## src/include/pesc_pkg.sv

```systemverilog
// Shared constants and types for the program/erase suspend controller
package pesc_pkg;
    // Clock rate in kHz (125 MHz)
    localparam int CLK_KHZ = 125000;
    // Suspend latency limits in microseconds
    localparam int PGM_SUSP_LAT_US = 25;
    localparam int ERS_SUSP_LAT_US = 30;
    // Longest times round down to whole cycles
    localparam int PGM_SUSP_CYC = (PGM_SUSP_LAT_US * CLK_KHZ) / 1000;
    localparam int ERS_SUSP_CYC = (ERS_SUSP_LAT_US * CLK_KHZ) / 1000;
    localparam int CNT_W = 12;
    // Latency actually used: a fraction of the limit, well inside it
    localparam logic [CNT_W-1:0] PGM_SUSP_USE = CNT_W'(PGM_SUSP_CYC / 2);
    localparam logic [CNT_W-1:0] ERS_SUSP_USE = CNT_W'(ERS_SUSP_CYC / 2);
    localparam logic [CNT_W-1:0] CNT_ZERO = 12'h000;
    localparam logic [CNT_W-1:0] CNT_ONE = 12'h001;

    // Opcodes
    localparam logic [7:0] OP_PAGE_PROGRAM = 8'h02;
    localparam logic [7:0] OP_SUBSECTOR_ERASE_4K = 8'h20;
    localparam logic [7:0] OP_SUBSECTOR_ERASE_32K = 8'h52;
    localparam logic [7:0] OP_SECTOR_ERASE = 8'hd8;
    localparam logic [7:0] OP_BULK_ERASE = 8'hc7;
    localparam logic [7:0] OP_BULK_ERASE_ALT = 8'h60;
    localparam logic [7:0] OP_WRITE_STATUS = 8'h01;
    localparam logic [7:0] OP_WRITE_NVCFG = 8'hb1;
    localparam logic [7:0] OP_PROGRAM_OTP = 8'h42;
    localparam logic [7:0] OP_SUSPEND = 8'h75;
    localparam logic [7:0] OP_RESUME = 8'h7a;
    localparam logic [7:0] OP_READ = 8'h03;
    localparam logic [7:0] OP_FAST_READ = 8'h0b;
    localparam logic [7:0] OP_DUAL_READ = 8'h3b;
    localparam logic [7:0] OP_QUAD_READ = 8'h6b;
    localparam logic [7:0] OP_READ_STATUS = 8'h05;

    // Operation classes
    typedef enum logic [2:0] {
        PESC_CLS_OTHER,
        PESC_CLS_PROGRAM,
        PESC_CLS_SUBSECTOR,
        PESC_CLS_SECTOR,
        PESC_CLS_BULK,
        PESC_CLS_READ,
        PESC_CLS_SUSPEND,
        PESC_CLS_RESUME
    } pesc_cls_t;
endpackage

```

## src/rtl/pesc_decode.sv

```systemverilog
// Opcode classifier and suspended-state command filter
`timescale 1ns/1ps
module pesc_decode (
    input wire logic [7:0] opcode_in,
    input wire logic prog_susp_in,
    input wire logic erase_susp_in,
    input wire logic sub_susp_in,
    output pesc_pkg::pesc_cls_t cls_out,
    output logic allow_out
);
    logic is_read;
    logic barred;

    // Map opcode to class; both bulk erase encodings decode alike
    always_comb begin
        is_read = 1'b0;
        case (opcode_in)
            pesc_pkg::OP_PAGE_PROGRAM: cls_out = pesc_pkg::PESC_CLS_PROGRAM;
            pesc_pkg::OP_SUBSECTOR_ERASE_4K,
            pesc_pkg::OP_SUBSECTOR_ERASE_32K: cls_out = pesc_pkg::PESC_CLS_SUBSECTOR;
            pesc_pkg::OP_SECTOR_ERASE: cls_out = pesc_pkg::PESC_CLS_SECTOR;
            pesc_pkg::OP_BULK_ERASE,
            pesc_pkg::OP_BULK_ERASE_ALT: cls_out = pesc_pkg::PESC_CLS_BULK;
            pesc_pkg::OP_SUSPEND: cls_out = pesc_pkg::PESC_CLS_SUSPEND;
            pesc_pkg::OP_RESUME: cls_out = pesc_pkg::PESC_CLS_RESUME;
            pesc_pkg::OP_READ,
            pesc_pkg::OP_FAST_READ,
            pesc_pkg::OP_DUAL_READ,
            pesc_pkg::OP_QUAD_READ,
            pesc_pkg::OP_READ_STATUS: begin
                cls_out = pesc_pkg::PESC_CLS_READ;
                is_read = 1'b1;
            end
            default: cls_out = pesc_pkg::PESC_CLS_OTHER;
        endcase
    end

    // Commands refused while an erase is suspended
    assign barred = (cls_out == pesc_pkg::PESC_CLS_SUBSECTOR)
        || (cls_out == pesc_pkg::PESC_CLS_SECTOR)
        || (cls_out == pesc_pkg::PESC_CLS_BULK)
        || (opcode_in == pesc_pkg::OP_WRITE_STATUS)
        || (opcode_in == pesc_pkg::OP_WRITE_NVCFG)
        || (opcode_in == pesc_pkg::OP_PROGRAM_OTP);

    // Program/subsector suspend: reads and resume only; erase suspend: all but barred
    always_comb begin
        if (prog_susp_in || sub_susp_in) begin
            allow_out = is_read || (cls_out == pesc_pkg::PESC_CLS_RESUME);
        end else if (erase_susp_in) begin
            allow_out = !barred;
        end else begin
            allow_out = 1'b1;
        end
    end
endmodule

```

## src/rtl/pesc_ctrl.sv

```systemverilog
// Program/erase suspend and resume sequencer
`timescale 1ns/1ps
// Behaviour
// - Suspended within 25 us for program, 30 us for subsector and sector erase; bulk erase is never suspended.
// - Any read accepted while program or subsector erase is suspended.
// - Erase suspended: all accepted except erases, suspend, status, nonvolatile config, OTP writes.
// - Opcode 60h decodes as bulk erase.
module pesc_ctrl (
    input wire logic clk_in,
    input wire logic rstn_in,
    input wire logic cmd_valid_in,
    input wire logic [7:0] opcode_in,
    input wire logic op_done_in,
    output logic cmd_accept_out,
    output logic cmd_reject_out,
    output logic [2:0] start_cls_out,
    output logic busy_out,
    output logic suspended_out,
    output logic engine_run_out
);
    typedef enum logic [2:0] {
        PESC_IDLE,
        PESC_RUN,
        PESC_SUSPENDING,
        PESC_SUSPENDED
    } pesc_state_t;

    pesc_state_t state, next_state;
    pesc_pkg::pesc_cls_t op_cls, next_op_cls;
    logic [pesc_pkg::CNT_W-1:0] cnt, next_cnt;
    logic [pesc_pkg::CNT_W-1:0] lat_cnt, next_lat_cnt;
    logic next_accept, next_reject, next_susp, next_busy, next_run;
    logic [2:0] next_start_cls;
    pesc_pkg::pesc_cls_t cls;
    logic allow;
    logic ps, es, ss;

    // Which kind of operation is held in suspension
    assign ps = (state == PESC_SUSPENDED) && (op_cls == pesc_pkg::PESC_CLS_PROGRAM);
    assign ss = (state == PESC_SUSPENDED) && (op_cls == pesc_pkg::PESC_CLS_SUBSECTOR);
    assign es = (state == PESC_SUSPENDED) && (op_cls == pesc_pkg::PESC_CLS_SECTOR);

    pesc_decode i_pesc_decode (
        .opcode_in(opcode_in),
        .prog_susp_in(ps),
        .erase_susp_in(es),
        .sub_susp_in(ss),
        .cls_out(cls),
        .allow_out(allow)
    );

    function automatic logic is_long_op(input pesc_pkg::pesc_cls_t c);
        is_long_op = (c == pesc_pkg::PESC_CLS_PROGRAM) || (c == pesc_pkg::PESC_CLS_SUBSECTOR)
            || (c == pesc_pkg::PESC_CLS_SECTOR) || (c == pesc_pkg::PESC_CLS_BULK);
    endfunction

    // Next-state logic; suspend is honoured at any time in a run except bulk erase or a cycle with op_done_in, no run interval is checked
    always_comb begin
        next_state = state;
        next_op_cls = op_cls;
        next_cnt = cnt;
        next_accept = 1'b0;
        next_reject = 1'b0;
        next_start_cls = pesc_pkg::PESC_CLS_OTHER;
        case (state)
            PESC_IDLE: begin
                if (cmd_valid_in) begin
                    next_accept = 1'b1;
                    next_start_cls = cls;
                    if (is_long_op(cls)) begin
                        next_state = PESC_RUN;
                        next_op_cls = cls;
                    end
                end
            end
            PESC_RUN: begin
                if (op_done_in) begin
                    next_state = PESC_IDLE;
                end else if (cmd_valid_in && cls == pesc_pkg::PESC_CLS_SUSPEND
                             && op_cls != pesc_pkg::PESC_CLS_BULK) begin
                    next_accept = 1'b1;
                    next_state = PESC_SUSPENDING;
                    next_cnt = (op_cls == pesc_pkg::PESC_CLS_PROGRAM)
                        ? pesc_pkg::PGM_SUSP_USE : pesc_pkg::ERS_SUSP_USE;
                end else if (cmd_valid_in) begin
                    next_reject = 1'b1;
                end
            end
            PESC_SUSPENDING: begin
                if (cmd_valid_in) begin
                    next_reject = 1'b1;
                end
                if (cnt == pesc_pkg::CNT_ONE) begin
                    next_state = PESC_SUSPENDED;
                    next_cnt = pesc_pkg::CNT_ZERO;
                end else begin
                    next_cnt = cnt - pesc_pkg::CNT_ONE;
                end
            end
            PESC_SUSPENDED: begin
                if (cmd_valid_in) begin
                    if (cls == pesc_pkg::PESC_CLS_RESUME) begin
                        next_accept = 1'b1;
                        next_state = PESC_RUN;
                    end else if (allow && cls != pesc_pkg::PESC_CLS_SUSPEND) begin
                        // A program is taken in erase suspend too; the held erase stays held
                        next_accept = 1'b1;
                        next_start_cls = cls;
                    end else begin
                        next_reject = 1'b1;
                    end
                end
            end
            default: next_state = PESC_IDLE;
        endcase
        next_susp = (next_state == PESC_SUSPENDED);
        next_busy = (next_state != PESC_IDLE);
        next_run = (next_state == PESC_RUN) || (next_state == PESC_SUSPENDING);
        // Cycles spent in the latency phase; lets the latency check stay a plain compare
        next_lat_cnt = (state == PESC_SUSPENDING) ? lat_cnt + pesc_pkg::CNT_ONE
            : pesc_pkg::CNT_ZERO;
    end

    // Register all state and outputs
    always_ff @(posedge clk_in or negedge rstn_in) begin
        if (!rstn_in) begin
            state <= PESC_IDLE;
            op_cls <= pesc_pkg::PESC_CLS_OTHER;
            cnt <= pesc_pkg::CNT_ZERO;
            lat_cnt <= pesc_pkg::CNT_ZERO;
            cmd_accept_out <= 1'b0;
            cmd_reject_out <= 1'b0;
            start_cls_out <= 3'h0;
            suspended_out <= 1'b0;
            busy_out <= 1'b0;
            engine_run_out <= 1'b0;
        end else begin
            state <= next_state;
            op_cls <= next_op_cls;
            cnt <= next_cnt;
            lat_cnt <= next_lat_cnt;
            cmd_accept_out <= next_accept;
            cmd_reject_out <= next_reject;
            start_cls_out <= next_start_cls;
            suspended_out <= next_susp;
            busy_out <= next_busy;
            engine_run_out <= next_run;
        end
    end

    // Checks
    chk_susp_latency: assert property (@(posedge clk_in) disable iff (!rstn_in)
        (state == PESC_SUSPENDING)
        |-> ((op_cls == pesc_pkg::PESC_CLS_PROGRAM) ? (lat_cnt < pesc_pkg::PGM_SUSP_CYC)
            : (lat_cnt < pesc_pkg::ERS_SUSP_CYC)))
        else $error("suspend latency exceeded");
    chk_flag_matches: assert property (@(posedge clk_in) disable iff (!rstn_in)
        suspended_out == (state == PESC_SUSPENDED))
        else $error("suspended flag out of step");
    chk_resume_clears: assert property (@(posedge clk_in) disable iff (!rstn_in)
        (state == PESC_SUSPENDED && cmd_valid_in && cls == pesc_pkg::PESC_CLS_RESUME)
        |=> !suspended_out && cmd_accept_out && engine_run_out)
        else $error("resume did not clear suspension");
    chk_read_ok: assert property (@(posedge clk_in) disable iff (!rstn_in)
        (state == PESC_SUSPENDED && cmd_valid_in && cls == pesc_pkg::PESC_CLS_READ)
        |=> cmd_accept_out && suspended_out)
        else $error("read refused while suspended");
    chk_erase_barred: assert property (@(posedge clk_in) disable iff (!rstn_in)
        (es && cmd_valid_in && (opcode_in == pesc_pkg::OP_WRITE_STATUS
         || cls == pesc_pkg::PESC_CLS_BULK || cls == pesc_pkg::PESC_CLS_SECTOR))
        |=> cmd_reject_out && !cmd_accept_out)
        else $error("barred command accepted in erase suspend");
    chk_bulk_alt: assert property (@(posedge clk_in) disable iff (!rstn_in)
        (state == PESC_IDLE && cmd_valid_in && opcode_in == pesc_pkg::OP_BULK_ERASE_ALT)
        |=> start_cls_out == 3'(pesc_pkg::PESC_CLS_BULK) && busy_out)
        else $error("alternate bulk erase not decoded");
    chk_no_interval: assert property (@(posedge clk_in) disable iff (!rstn_in)
        (state == PESC_RUN && !op_done_in && cmd_valid_in
         && cls == pesc_pkg::PESC_CLS_SUSPEND && op_cls != pesc_pkg::PESC_CLS_BULK)
        |=> !suspended_out ##1 state == PESC_SUSPENDING)
        else $error("suspend not taken at once");
    chk_suspend_hold: assert property (@(posedge clk_in) disable iff (!rstn_in)
        $rose(suspended_out) |-> $past(state) == PESC_SUSPENDING)
        else $error("suspension without latency phase");
    cov_prog_susp: cover property (@(posedge clk_in) disable iff (!rstn_in) ps);
    cov_erase_susp: cover property (@(posedge clk_in) disable iff (!rstn_in) es);
    cov_sub_susp: cover property (@(posedge clk_in) disable iff (!rstn_in) ss);
    cov_resume: cover property (@(posedge clk_in) disable iff (!rstn_in) $fell(suspended_out));
endmodule

```

## config.mk

```make
export PLATFORM = sky130hd
export DESIGN_NAME = pesc_ctrl
export DESIGN_NICKNAME = d
export VERILOG_FILES = /design/src/include/pesc_pkg.sv /design/src/rtl/pesc_decode.sv /design/src/rtl/pesc_ctrl.sv
export SDC_FILE = /design/constraint.sdc
export NUM_CORES = 1
export LEC_CHECK = 0
export BUFFER_PORTS_ARGS = -buffer_cell sky130_fd_sc_hd__buf_2
export CAP_MARGIN = 20
export CORE_UTILIZATION = 35
export CTS_BUF_LIST = sky130_fd_sc_hd__clkbuf_4 sky130_fd_sc_hd__clkbuf_8 sky130_fd_sc_hd__clkbuf_16
export CTS_CLUSTER_DIAMETER = 50
export DETAILED_ROUTE_END_ITERATION = 10
export HOLD_SLACK_MARGIN = 0.02
export SYNTH_ARGS = -nofsm -noshare
export SYNTH_HDL_FRONTEND = slang
export SYNTH_SLANG_ARGS = --single-unit
```

## constraint.sdc

```tcl
create_clock -name clk_in -period 5.5 [get_ports clk_in]
set_clock_uncertainty 0.2 [all_clocks]
set_input_delay 0.825 -clock clk_in [delete_from_list [all_inputs] [get_ports clk_in]]
set_output_delay 0.825 -clock clk_in [all_outputs]
set_load 0.03 [all_outputs]
```

==> implementation parameters, run 1 <==
Parameter                              Value

Status
  Outcome ... completed

CTS
  Count of instances resized after the clock tree is built ... 0
  Number of buffers on the longest clock path ... 2
  CTS tree ... yes
  Clock tree root buffer cell ... clkbuf_8
  Clock sink total ... 26
  Clock buffer count from CTS ... 3
  Cts hold-fix bufs ... 0
  Number of levels in the clock H-tree ... 1
  Number of buffers added for setup after CTS ... 0
  Skew-Pair Late Insertion Delay ... 0.27 ns
  Clock-pin slew on the worst setup and hold paths ... around 0.090 ns

Detailed routing
  First DRT Iteration DRCs ... between 100 and 150
  Count of TritonRoute iterations in the first routing pass ... 5
  Detail Route Antenna Nets ... 0
  Total via count in the routed design ... 1442
  Number of design rule violations left after detail routing ... 0
  Routed wire length per instance ... about 14 um
  Drt via density ... 5.321
  WL final ... 3659 um

STA
  Max Transition Viols Final ... 0
  Setup Viol. Count Final ... 0
  Tightest Pin Transition ... between 0.6 and 0.7 ns
  Relative slew margins ... 55.48%
  Max Clk Rate ... between 300 and 400 MHz
  Final period demand of the worst path ... 2.696 ns
  Hold Worst Slack ... 0.2926 ns
  Setup repair after global routing missed its margin ... false
  Final hold violation count ... 0
  Period utilisation layout ... 49.02%
  TNS Setup ... 0 ns

Placement
  Area post-placement ... approximately 1900 sq um
  Placed wire-length estimate after detailed placement ... 2725 um
  GPL Wtd Cong ... between 0.8 and 0.9
  Input/output buffers ... 19

Critical path
  Critical-path top delay cell ... nor4_1
  List of cells traversed by the critical path ... buf_2 -> nor4_1 -> o21ai_2 -> o21ai_2 -> o311ai_1 -> and3_1 -> a311oi_1
  FF-to-FF setup slack ... ~3.3 ns
  Crit path max-delay family ... compound AO/OA/AOI/OAI gates
  Critical path required time ... about 5.4 ns
  Class of the most critical setup path ... in -> reg
  Largest fanout on the critical path ... 7
  Arrival time at the worst endpoint ... 2.63 ns
  Total buffers and inverters traversed by the critical path ... 1
  Type of destination of the critical path ... register
  End of the worst register-to-register path ... cnt[10]
  Cell repeated most along the worst path ... o21ai_2
  Crit Reg-Reg Startpoint ... cnt[0]
  Delay of the slowest cell on the worst path ... 0.54 ns
  R2r worst-path depth ... 8
  Kind of start point of the critical path ... input port

Pwr
  Tot Pwr ... 0.5255 mW
  Switching component of the power ... 0.1810 mW
  Power density cells ... 272.6 nW/um^2
  Internal Power ... approximately 0.34 mW
  Worst-case vdd ir drop ... 0.09584 mV
  Standby leakage power ... approximately 0.85 nW
  Seq pwr share ... 50.9%
  Switching Share ... 34.44%
  Clock network fraction of design power ... 23.3%
  Comb power frac ... 25.8%

Floorplan
  IO Count ... 20
  Die height ... 72.34 um
  Floorplan die area ... 5233 sq um
  Die boundary width ... 72.34 um
  Starting utilization of the core area ... 36.42%
  Area inside the core boundary ... 4755 sq um
  Core Rows ... 25

GRT
  Met1 Track Usage GR ... 22.13%
  Global-route met2 utilization ... 22.53%
  Aggregate global routing overflow ... 0
  Via count of the first global-routing pass ... 1285
  Total Routing Usage GR ... 15.14%
  Number of antenna violations at the first check in global routing ... 0
  Largest net degree at the start of global routing ... 27
  Wire length of the first global-routing pass ... 6196 um
  Met3 demand-to-capacity share in global routing ... 3.333%
  Top Usage Layer GRT ... met2

Yosys
  Share of synthesized flip-flops with an asynchronous set or reset ... 100.0%
  Leading register cell type out of synthesis ... dfrtp_1
  Portion of the post-synthesis area used by sequential elements ... between 30 and 40%
  Synth Warn # ... 0
  Mapped Nets ... 201
  Average instance area after synthesis ... 9.260 sq um
  EDFF count, synth ... 0
  Synthesized cell area ... 1732 sq um
  Synthesis-stage register bit count ... 26
  Post-Synthesis Cells ... approximately 190
  Library cells used by synthesis ... 67

Layout
  Final standard cell utilization of the core ... between 40 and 50%
  Antenna cell count ... 0
  Total of fill cells in the finished design ... 495
  Area growth syn-to-layout ... 11.34%
  Final-stage net count ... around 220
  Share of layout cells above drive strength 1 ... 22.55%
  Cell area after layout ... 1928 sq um

Worst hold path
  Startpoint of the worst hold path ... cnt[11]
  Worst min path class ... reg -> reg
  End of the worst hold path ... cnt[11]
  Hold Path Cell Cnt ... 1

Job
  MaxCap Viol Count ... 0
==> cells in the mapped netlist, drive strengths merged, types with 3 or more instances <==
master	number	area share [%]
nor2	17	3.8
o21ai	13	4.4
dfrtp	26	38
buf	6	2.2
nor4b	3	1.9
nor4	4	1.4
a31oi	3	1.4
nand3	7	2.0
a21oi	8	2.3
nand4	4	2.2
nand2	23	5.0
inv	5	1.1
or3	3	1.1
o211ai	3	2.1
nor3	6	1.7
nand2b	5	1.8
==> placed cells by master, fill, tap and decap left out, types with 3 or more instances in the layout <==
cell type,instances
nand3_1,7
a21oi_1,8
o21ai_2,3
nand2b_1,5
dfrtp_1,26
or3_1,3
o21ai_0,9
nor3_1,6
nor4_1,4
clkbuf_8,4
nor2_1,16
inv_1,5
buf_2,19
nand2_1,23
==> registers in the layout (all words and copies together) (netlist names) <==
register and cells:
state 3, cnt 12, busy_out 1, op_cls 3, engine_run_out 1, cmd_accept_out 1, start_cls_out 3, cmd_reject_out 1
suspended_out 1
==> how the worst max path moves through the flow <==
stage                             from        endpoint  slack [ns]  cells past startpoint
after floorplan           opcode_in[0]       op_cls[0]        2.85                      7
after global placement    opcode_in[7]  cmd_reject_out        2.53                      7
after detailed placement  opcode_in[0]  cmd_reject_out        2.57                      7
after CTS                 opcode_in[7]  cmd_reject_out        2.86                      7
after global routing      opcode_in[7]  cmd_reject_out        2.68                      7
final                     opcode_in[7]  cmd_reject_out        2.80                      7
==> layer usage <==
metal | part of all wire, % | up-vias
met5 | 0 | -
li1 | - | 731
met4 | 0.85 | 0
met2 | 45 | 28
met1 | 52 | 679
met3 | 2.4 | 4
==> power groups by stage <==
stage          Sequential (mW)  Clock, mW  Combinational (mW)
6_report                 0.267      0.123               0.136
3_5_place_dp             0.271          0               0.136
2_1_floorplan            0.269          0              0.0969
3_3_place_gp             0.270          0               0.135
5_1_grt                  0.273      0.137               0.156
4_1_cts                  0.267      0.127               0.137
==> kinds of logic after synthesis <==
kind of cell | Yosys count | share of synthesized area [%]
other | 1 | 0.2166
flip-flops | 26 | 37.57
AND/OR/NAND/NOR | 97 | 33.53
multiplexers | 3 | 1.806
XOR/XNOR | 3 | 1.518
buffers and inverters | 11 | 3.251
AO/OA/AOI/OAI | 44 | 20.67
adder cells (fa/ha/maj) | 2 | 1.445
==> layout make-up <==
cell class | instances | area (sq um) | share of cell area, %
Multi-Input combinational cell | 150 | 1025 | 53.15
Sequential cell | 26 | 650.6 | 33.74
Timing Repair Buffer | 19 | 95.09 | 4.932
Tap cell | 67 | 83.83 | 4.348
Clock buffer | 4 | 55.05 | 2.855
Inverter | 5 | 18.77 | 0.9734
==> through the flow <==
step	setup WS [ns]	instances
6_report	2.804	271
5_1_grt	2.683	271
4_1_cts	2.857	271
3_5_place_dp	2.565	267
3_3_place_gp	2.530	267
2_1_floorplan	2.852	187
(Power assumes the default switching activity.)
==> inputs of run 2 (changes only) <==
--- a/config.mk
+++ b/config.mk
@@ -5,6 +5,7 @@
 export SDC_FILE = /design/constraint.sdc
 export NUM_CORES = 1
 export LEC_CHECK = 0
+export ABC_AREA = 1
 export BUFFER_PORTS_ARGS = -buffer_cell sky130_fd_sc_hd__buf_2
 export CAP_MARGIN = 20
 export CORE_UTILIZATION = 35
==> constraint.sdc (replaced) <==
create_clock -name clk_in -period 2.47 [get_ports clk_in]
set_clock_uncertainty 0.2 [all_clocks]
set_input_delay 0.3705 -clock clk_in [delete_from_list [all_inputs] [get_ports clk_in]]
set_output_delay 0.3705 -clock clk_in [all_outputs]
set_load 0.03 [all_outputs]
==> implementation parameters, run 2 <==
Parameter                              Value

Yosys
  Synthesis-stage register bit count ... 26 (unchanged)
  Area share of the largest cell type after synthesis ... 36.52% (was 37.57%)
  Mapped Nets ... 264 (was 201)
  Share of synthesized flip-flops with an asynchronous set or reset ... 100.0% (unchanged)
  Portion of the post-synthesis area used by sequential elements ... 36.52% (was 37.57%)
  Largest area contributor in the synthesized netlist ... dfrtp_1 (unchanged)
  Leading register cell type out of synthesis ... dfrtp_1 (unchanged)
  Synth top area cells ... dfrtp_1 37%, nand2_1 9.5%, inv_1 8.0%, nor2_1 6.5%, nand3_1 6.2% (was dfrtp_1 38%, nand2_1 5.0%, nor2_1 3.5%, o21ai_0 2.6%, a21oi_1 2.3%)
  Library cells used by synthesis ... 33 (was 67)
  Average instance area after synthesis ... 7.127 sq um (was 9.260 sq um)
  Synth Warn # ... 0 (unchanged)
  Cell with the most instances after synthesis ... nand2_1 (was dfrtp_1)
  Post-Synthesis Cells ... 250 (was 187)
  Synthesized cell area ... 1782 sq um (was 1732 sq um)
  Top cell types by occurrence after synthesis ... 45 x nand2_1, 38 x inv_1, 31 x nor2_1 (was 26 x dfrtp_1, 23 x nand2_1, 16 x nor2_1)
  EDFF count, synth ... 0 (unchanged)

Detailed routing
  Wire length on met1 ... 1928 um (was 1904 um)
  Routed wire length per instance ... 11.27 um (was 13.50 um)
  Number of design rule violations left after detail routing ... 0 (unchanged)
  Count of TritonRoute iterations in the first routing pass ... 4 (was 5)
  DR top layer ... met4 (unchanged)
  First DRT Iteration DRCs ... 97 (was 121)
  Detail Route Antenna Nets ... 0 (unchanged)
  Drt via density ... 4.812 (was 5.321)
  Met3 routed WL ... 102 um (was 89 um)
  WL final ... 3831 um (was 3659 um)
  Total via count in the routed design ... 1636 (was 1442)
  Detail Route met2 WL ... 1773 um (was 1634 um)

Critical path
  Type of destination of the critical path ... register (unchanged)
  Crit Reg-Reg Startpoint ... cnt[5] (was cnt[0])
  Arrival time at the worst endpoint ... 1.76 ns (was 2.63 ns)
  Largest fanout on the critical path ... 4 (was 7)
  End of the worst register-to-register path ... cnt[8] (was cnt[10])
  Class of the most critical setup path ... reg -> reg (was in -> reg)
  Kind of start point of the critical path ... register (was input port)
  FF-to-FF setup slack ... 0.67 ns (was 3.27 ns)
  R2r worst-path depth ... 6 (was 8)
  Critical path required time ... 2.43 ns (was 5.44 ns)

Floorplan
  Die boundary width ... 73.35 um (was 72.34 um)
  Starting utilization of the core area ... 36.99% (was 36.42%)
  IO Count ... 20 (unchanged)
  Floorplan die area ... 5380 sq um (was 5233 sq um)
  Die height ... 73.35 um (was 72.34 um)
  Area inside the core boundary ... 4817 sq um (was 4755 sq um)
  Core Rows ... 25 (unchanged)

STA
  Max Transition Viols Final ... 0 (unchanged)
  Relative slew margins ... 60.22% (was 55.48%)
  Period utilisation layout ... 72.79%
  Setup Viol. Count Final ... 0 (unchanged)
  Max Clk Rate ... 556.2 MHz
  Tightest Pin Transition ... 0.5966 ns (was 0.6618 ns)
  Setup repair after global routing missed its margin ... false (unchanged)
  TNS Setup ... 0 ns (unchanged)
  Final hold violation count ... 0 (unchanged)
  Final period demand of the worst path ... around 1.8 ns

Pwr
  Standby leakage power ... 1.025 nW (was 0.8550 nW)
  Power density cells ... 429.1 nW/um^2 (was 272.6 nW/um^2)
  Worst-case vdd ir drop ... 0.2300 mV (was 0.09584 mV)

Layout
  Total of fill cells in the finished design ... 521 (was 495)
  Share of layout cells above drive strength 1 ... 18.68% (was 22.55%)
  Final-stage net count ... 289 (was 219)
  Antenna cell count ... 0 (unchanged)
  Highest-count cells in the layout ignoring fill and taps ... 45 x nand2_1, 38 x inv_1, 31 x nor2_1, 26 x dfrtp_1, 22 x nand3_1 (was 26 x dfrtp_1, 23 x nand2_1, 19 x buf_2, 16 x nor2_1, 9 x o21ai_0)
  Post-route insts no fill ... 340 (was 271)
  Final standard cell utilization of the core ... 41.51% (was 40.55%)
  Area growth syn-to-layout ... 12.22% (was 11.34%)
  Register ranked first by flip-flop count ... cnt (unchanged)
  Commonest non-fill, non-tap cell in the layout ... nand2_1 (was dfrtp_1)
  Largest register FFs ... 12 (unchanged)

Worst hold path
  Hold Path Cell Cnt ... 3 (was 1)
  End of the worst hold path ... cmd_reject_out (was cnt[11])
  Startpoint of the worst hold path ... cmd_valid_in (was cnt[11])
  Worst min path class ... in -> reg (was reg -> reg)

CTS
  CTS tree ... yes (unchanged)
  Clock-pin slew on the worst setup and hold paths ... 0.09 ns (about the same)
  Count of instances resized after the clock tree is built ... 0 (unchanged)
  Clock sink total ... 26 (unchanged)
  Number of buffers on the longest clock path ... 2 (unchanged)
  Number of levels in the clock H-tree ... 1 (unchanged)
  Skew-Pair Late Insertion Delay ... 0.27 ns (about the same)
  Number of buffers added for setup after CTS ... 0 (unchanged)
  Clock buffer count from CTS ... 3 (unchanged)
  Cts hold-fix bufs ... 1 (was 0)
  Clock tree root buffer cell ... clkbuf_8 (unchanged)

Placement
  Placed wire-length estimate after detailed placement ... 2921 um (was 2725 um)
  Number of placed instances, taps included ... 336 (was 267)
  Input/output buffers ... 19 (unchanged)
  GPL Wtd Cong ... 0.8724 (was 0.8298)

GRT
  Total Routing Usage GR ... 15.81% (was 15.14%)
  Largest net degree at the start of global routing ... 27 (unchanged)
  Number of antenna violations at the first check in global routing ... 0 (unchanged)
  Aggregate global routing overflow ... 0 (unchanged)
  Wire length of the first global-routing pass ... 6610 um (was 6196 um)
  Via count of the first global-routing pass ... 1541 (was 1285)

Job
  MaxCap Viol Count ... 0 (unchanged)

Status
  Outcome ... completed (unchanged)
## run 2: stage by stage
step	cell area (sq um)	total power, mW	setup WS [ns]	hold slack, ns
after global routing	1999	0.9149	0.4993	0.2451
after floorplan	1782	0.5748	0.8464	-0.1251
final	1999	0.8579	0.6720	0.2360
after CTS	1999	0.8694	0.6840	0.2272
after detailed placement	1948	0.6226	0.5275	0.2178
after global placement	1948	0.6226	0.5565	0.2125
## run 2: worst max-delay path, cell delays in order, from the launching register on
cell     delay (ns)
dfrtp_1        0.42
nor2_1         0.25
nand3_1        0.17
o21ai_0        0.34
o21ai_0        0.18
nand2_2        0.10
o21ai_2        0.05
## run 2: worst max path at each step
stage,slack [ns],start,to
after floorplan,0.85,opcode_in[2],cnt[11]
after global placement,0.56,opcode_in[7],cnt[5]
after detailed placement,0.53,opcode_in[7],cnt[5]
after CTS,0.68,cnt[5],cnt[8]
after global routing,0.50,cnt[5],cnt[8]
final,0.67,cnt[5],cnt[8]
## run 2: kinds of logic after synthesis
family,count (synthesis),synth area share (%)
AND/OR/NAND/NOR,133,36.66
other,1,0.2105
XOR/XNOR,6,2.949
adder cells (fa/ha/maj),2,1.404
buffers and inverters,47,10.81
AO/OA/AOI/OAI,35,11.45
flip-flops,26,36.52
## run 2: metal layers
layer,track usage [%],up-vias
met3,3.567,2
met2,27.57,26
li1,-,855
met4,2.350,0
met5,0,-
met1,20.39,753
## run 2: layout make-up
type	count	area, sq um	area share, %
Multi-Input combinational cell	177	938.4	46.93
Sequential cell	26	650.6	32.54
Inverter	46	172.7	8.636
Timing Repair Buffer	21	112.6	5.632
Tap cell	67	83.83	4.193
Clock buffer	3	41.29	2.065
## run 2: power by group
group          total (mW)  switching (mW)  internal [mW]
Clock               0.241           0.132          0.109
Combinational       0.144          0.0925         0.0511
Sequential          0.473          0.0212          0.452
==> inputs of run 3 (changes only) <==
==> constraint.sdc (replaced) <==
create_clock -name clk_in -period 1.8 [get_ports clk_in]
set_clock_uncertainty 0.2 [all_clocks]
set_input_delay 0.27 -clock clk_in [delete_from_list [all_inputs] [get_ports clk_in]]
set_output_delay 0.27 -clock clk_in [all_outputs]
set_load 0.03 [all_outputs]
==> implementation parameters, run 3 (same netlist as run 2, synthesis figures left out) <==
Parameter                              Value

Status
  Outcome ... completed (unchanged)

Layout
  Antenna cell count ... 0 (unchanged)
  Area growth syn-to-layout ... 20.22% (was 12.22%)
  Share of layout cells above drive strength 1 ... 28.27% (was 18.68%)
  Register ranked first by flip-flop count ... cnt (unchanged)
  Final-stage net count ... 299 (was 289)
  Largest register FFs ... 12 (unchanged)
  Highest-count cells in the layout ignoring fill and taps ... 43 x nand2_1, 33 x inv_1, 26 x nor2_1, 25 x dfrtp_1, 20 x nand3_1 (was 45 x nand2_1, 38 x inv_1, 31 x nor2_1, 26 x dfrtp_1, 22 x nand3_1)
  Commonest non-fill, non-tap cell in the layout ... nand2_1 (unchanged)

Critical path
  Arrival time at the worst endpoint ... 1.65 ns (was 1.76 ns)
  R2r worst-path depth ... 9 (was 6)
  Critical path required time ... 1.75 ns (was 2.43 ns)
  Largest fanout on the critical path ... 13 (was 4)
  Kind of start point of the critical path ... register (unchanged)
  Type of destination of the critical path ... register (unchanged)
  Class of the most critical setup path ... reg -> reg (unchanged)

Worst hold path
  Worst min path class ... in -> reg (unchanged)
  Hold Path Cell Cnt ... 3 (unchanged)

GRT
  Aggregate global routing overflow ... 0 (unchanged)
  Wire length of the first global-routing pass ... 6837 um (was 6610 um)
  Number of antenna violations at the first check in global routing ... 0 (unchanged)
  Total Routing Usage GR ... 16.54% (was 15.81%)
  Via count of the first global-routing pass ... 1591 (was 1541)
  Largest net degree at the start of global routing ... 27 (unchanged)

Placement
  Pre-CTS worst setup slack ... -0.03564 ns (was 0.5275 ns)
  Input/output buffers ... 19 (unchanged)
  Placed wire-length estimate after detailed placement ... 3084 um (was 2921 um)
  GPL Wtd Cong ... 0.8857 (was 0.8724)

CTS
  Clock tree root buffer cell ... clkbuf_8 (unchanged)
  Number of buffers on the longest clock path ... 2 (unchanged)
  Number of levels in the clock H-tree ... 1 (unchanged)
  Clock-pin slew on the worst setup and hold paths ... 0.09 ns (about the same)
  Skew-Pair Late Insertion Delay ... 0.26 ns (was 0.27 ns)
  Clock buffer count from CTS ... 3 (unchanged)
  CTS tree ... yes (unchanged)
  Clock sink total ... 26 (unchanged)

Pwr
  Clock network fraction of design power ... 26.6% (was 28.1%)
  Tot Pwr ... 1.215 mW (was 0.8579 mW)
  Power density cells ... 567.2 nW/um^2 (was 429.1 nW/um^2)
  Seq pwr share ... 54.0% (was 55.1%)
  Comb power frac ... 19.4% (was 16.7%)
  Internal Power ... 0.8662 mW (was 0.6120 mW)
  Standby leakage power ... 1.074 nW (was 1.025 nW)
  Worst-case vdd ir drop ... 0.2683 mV (was 0.2300 mV)
  Switching Share ... 28.70% (was 28.66%)
  Switching component of the power ... 0.3487 mW (was 0.2459 mW)

STA
  Setup repair after global routing missed its margin ... true (was false)
  Tightest Pin Transition ... 0.5850 ns (was 0.5966 ns)
  Period utilisation layout ... 94.56% (was 72.79%)
  Setup Viol. Count Final ... 0 (unchanged)
  Max Transition Viols Final ... 0 (unchanged)
  Final period demand of the worst path ... 1.702 ns (was 1.798 ns)
  Max Clk Rate ... 587.5 MHz (was 556.2 MHz)
  Relative slew margins ... 61.00% (was 60.22%)
  Final hold violation count ... 0 (unchanged)
  Setup ws final ... 0.09788 ns (was 0.6720 ns)

Detailed routing
  Total via count in the routed design ... 1639 (was 1636)
  Number of design rule violations left after detail routing ... 0 (unchanged)
  WL final ... 3922 um (was 3831 um)
  Detail Route Antenna Nets ... 0 (unchanged)
  Routed wire length per instance ... 11.21 um (was 11.27 um)
  Count of TritonRoute iterations in the first routing pass ... 4 (unchanged)
  Drt via density ... 4.683 (was 4.812)
  First DRT Iteration DRCs ... 62 (was 97)

Floorplan
  Die height ... 73.35 um (unchanged)
  Area inside the core boundary ... 4817 sq um (unchanged)
  Floorplan die area ... 5380 sq um (unchanged)
  Starting utilization of the core area ... 36.99% (unchanged)
  Die boundary width ... 73.35 um (unchanged)
  IO Count ... 20 (unchanged)
  Core Rows ... 25 (unchanged)

Job
  MaxCap Viol Count ... 0 (unchanged)
==> run 3: cell types whose count changed in the layout (fill, tap and decap cells not counted), moves of 3 or more <==
cell	previous run	this run
nor2_2	4	7
nor2_1	31	26
buf_4	1	10
inv_2	8	13
inv_1	38	33
==> run 3: timing repair <==
| action | CTS | global route |
|---|---|---|
| gates resized for setup | 0 | 25 |
| hold endpoints to repair | 26 | 0 |
| hold buffers | 1 | 0 |
| endpoints found under the setup margin | 0 | 20 |
| setup buffers | 0 | 4 |
==> run 3: through the flow <==
stage	hold WS, ns	setup TNS [ns]	util, %	std cells	cell area (sq um)
2_1_floorplan	-0.2256	0	-	250	1782
3_3_place_gp	0.1146	0	41.38	342	1993
3_5_place_dp	0.1108	-0.05066	41.38	342	1993
4_1_cts	0.1410	0	42.44	346	2044
5_1_grt	0.1822	-0.07925	44.47	350	2142
6_report	0.1473	0	44.47	350	2142
==> run 3: power groups by stage <==
stage / sequential [mW] / combinational [mW] / clock, mW
after global routing: 0.663 / 0.271 / 0.360
after CTS: 0.649 / 0.210 / 0.337
after global placement: 0.661 / 0.204 / 0
final: 0.656 / 0.236 / 0.323
after detailed placement: 0.659 / 0.207 / 0
after floorplan: 0.658 / 0.131 / 0
==> run 3: path summary, 6_finish.rpt <==
check / slack, ns / endpoint / start
max reg2reg: 0.1 / cnt[5] / state[0]
min: 0.15 / cmd_reject_out / cmd_valid_in
max: 0.1 / cnt[5] / state[0]
min in group asynchronous: 0.33 / cmd_accept_out / rstn_in
min reg2reg: 0.33 / cnt[10] / cnt[10]
max in group asynchronous: 0.65 / cnt[0] / rstn_in
==> run 3: routing by layer <==
metal  share of wire (%)  vias up  GRT usage, %
li1                    -      873             -
met1                  48      744         20.89
met2                  48       20         28.60
met3                 3.2        2         4.115
met4                0.82        0         3.419
met5                   0        -             0
==> run 3: area by class of cell <==
type	count	area, sq um
Clock buffer	3	41.29
Tap cell	67	83.83
Fill cell	510	2675
Multi-Input combinational cell	177	1001
Sequential cell	26	651.9
Inverter	46	172.7
Timing Repair Buffer	31	191.4
==> run 3: worst max-delay path: stages, from the launching register on <==
cell,delay (ns)
dfrtp_1,0.47
inv_2,0.08
nor3_2,0.19
inv_1,0.10
nor2_4,0.13
nand2_4,0.09
nand2_8,0.13
inv_2,0.07
nand2_1,0.06
o31ai_1,0.07
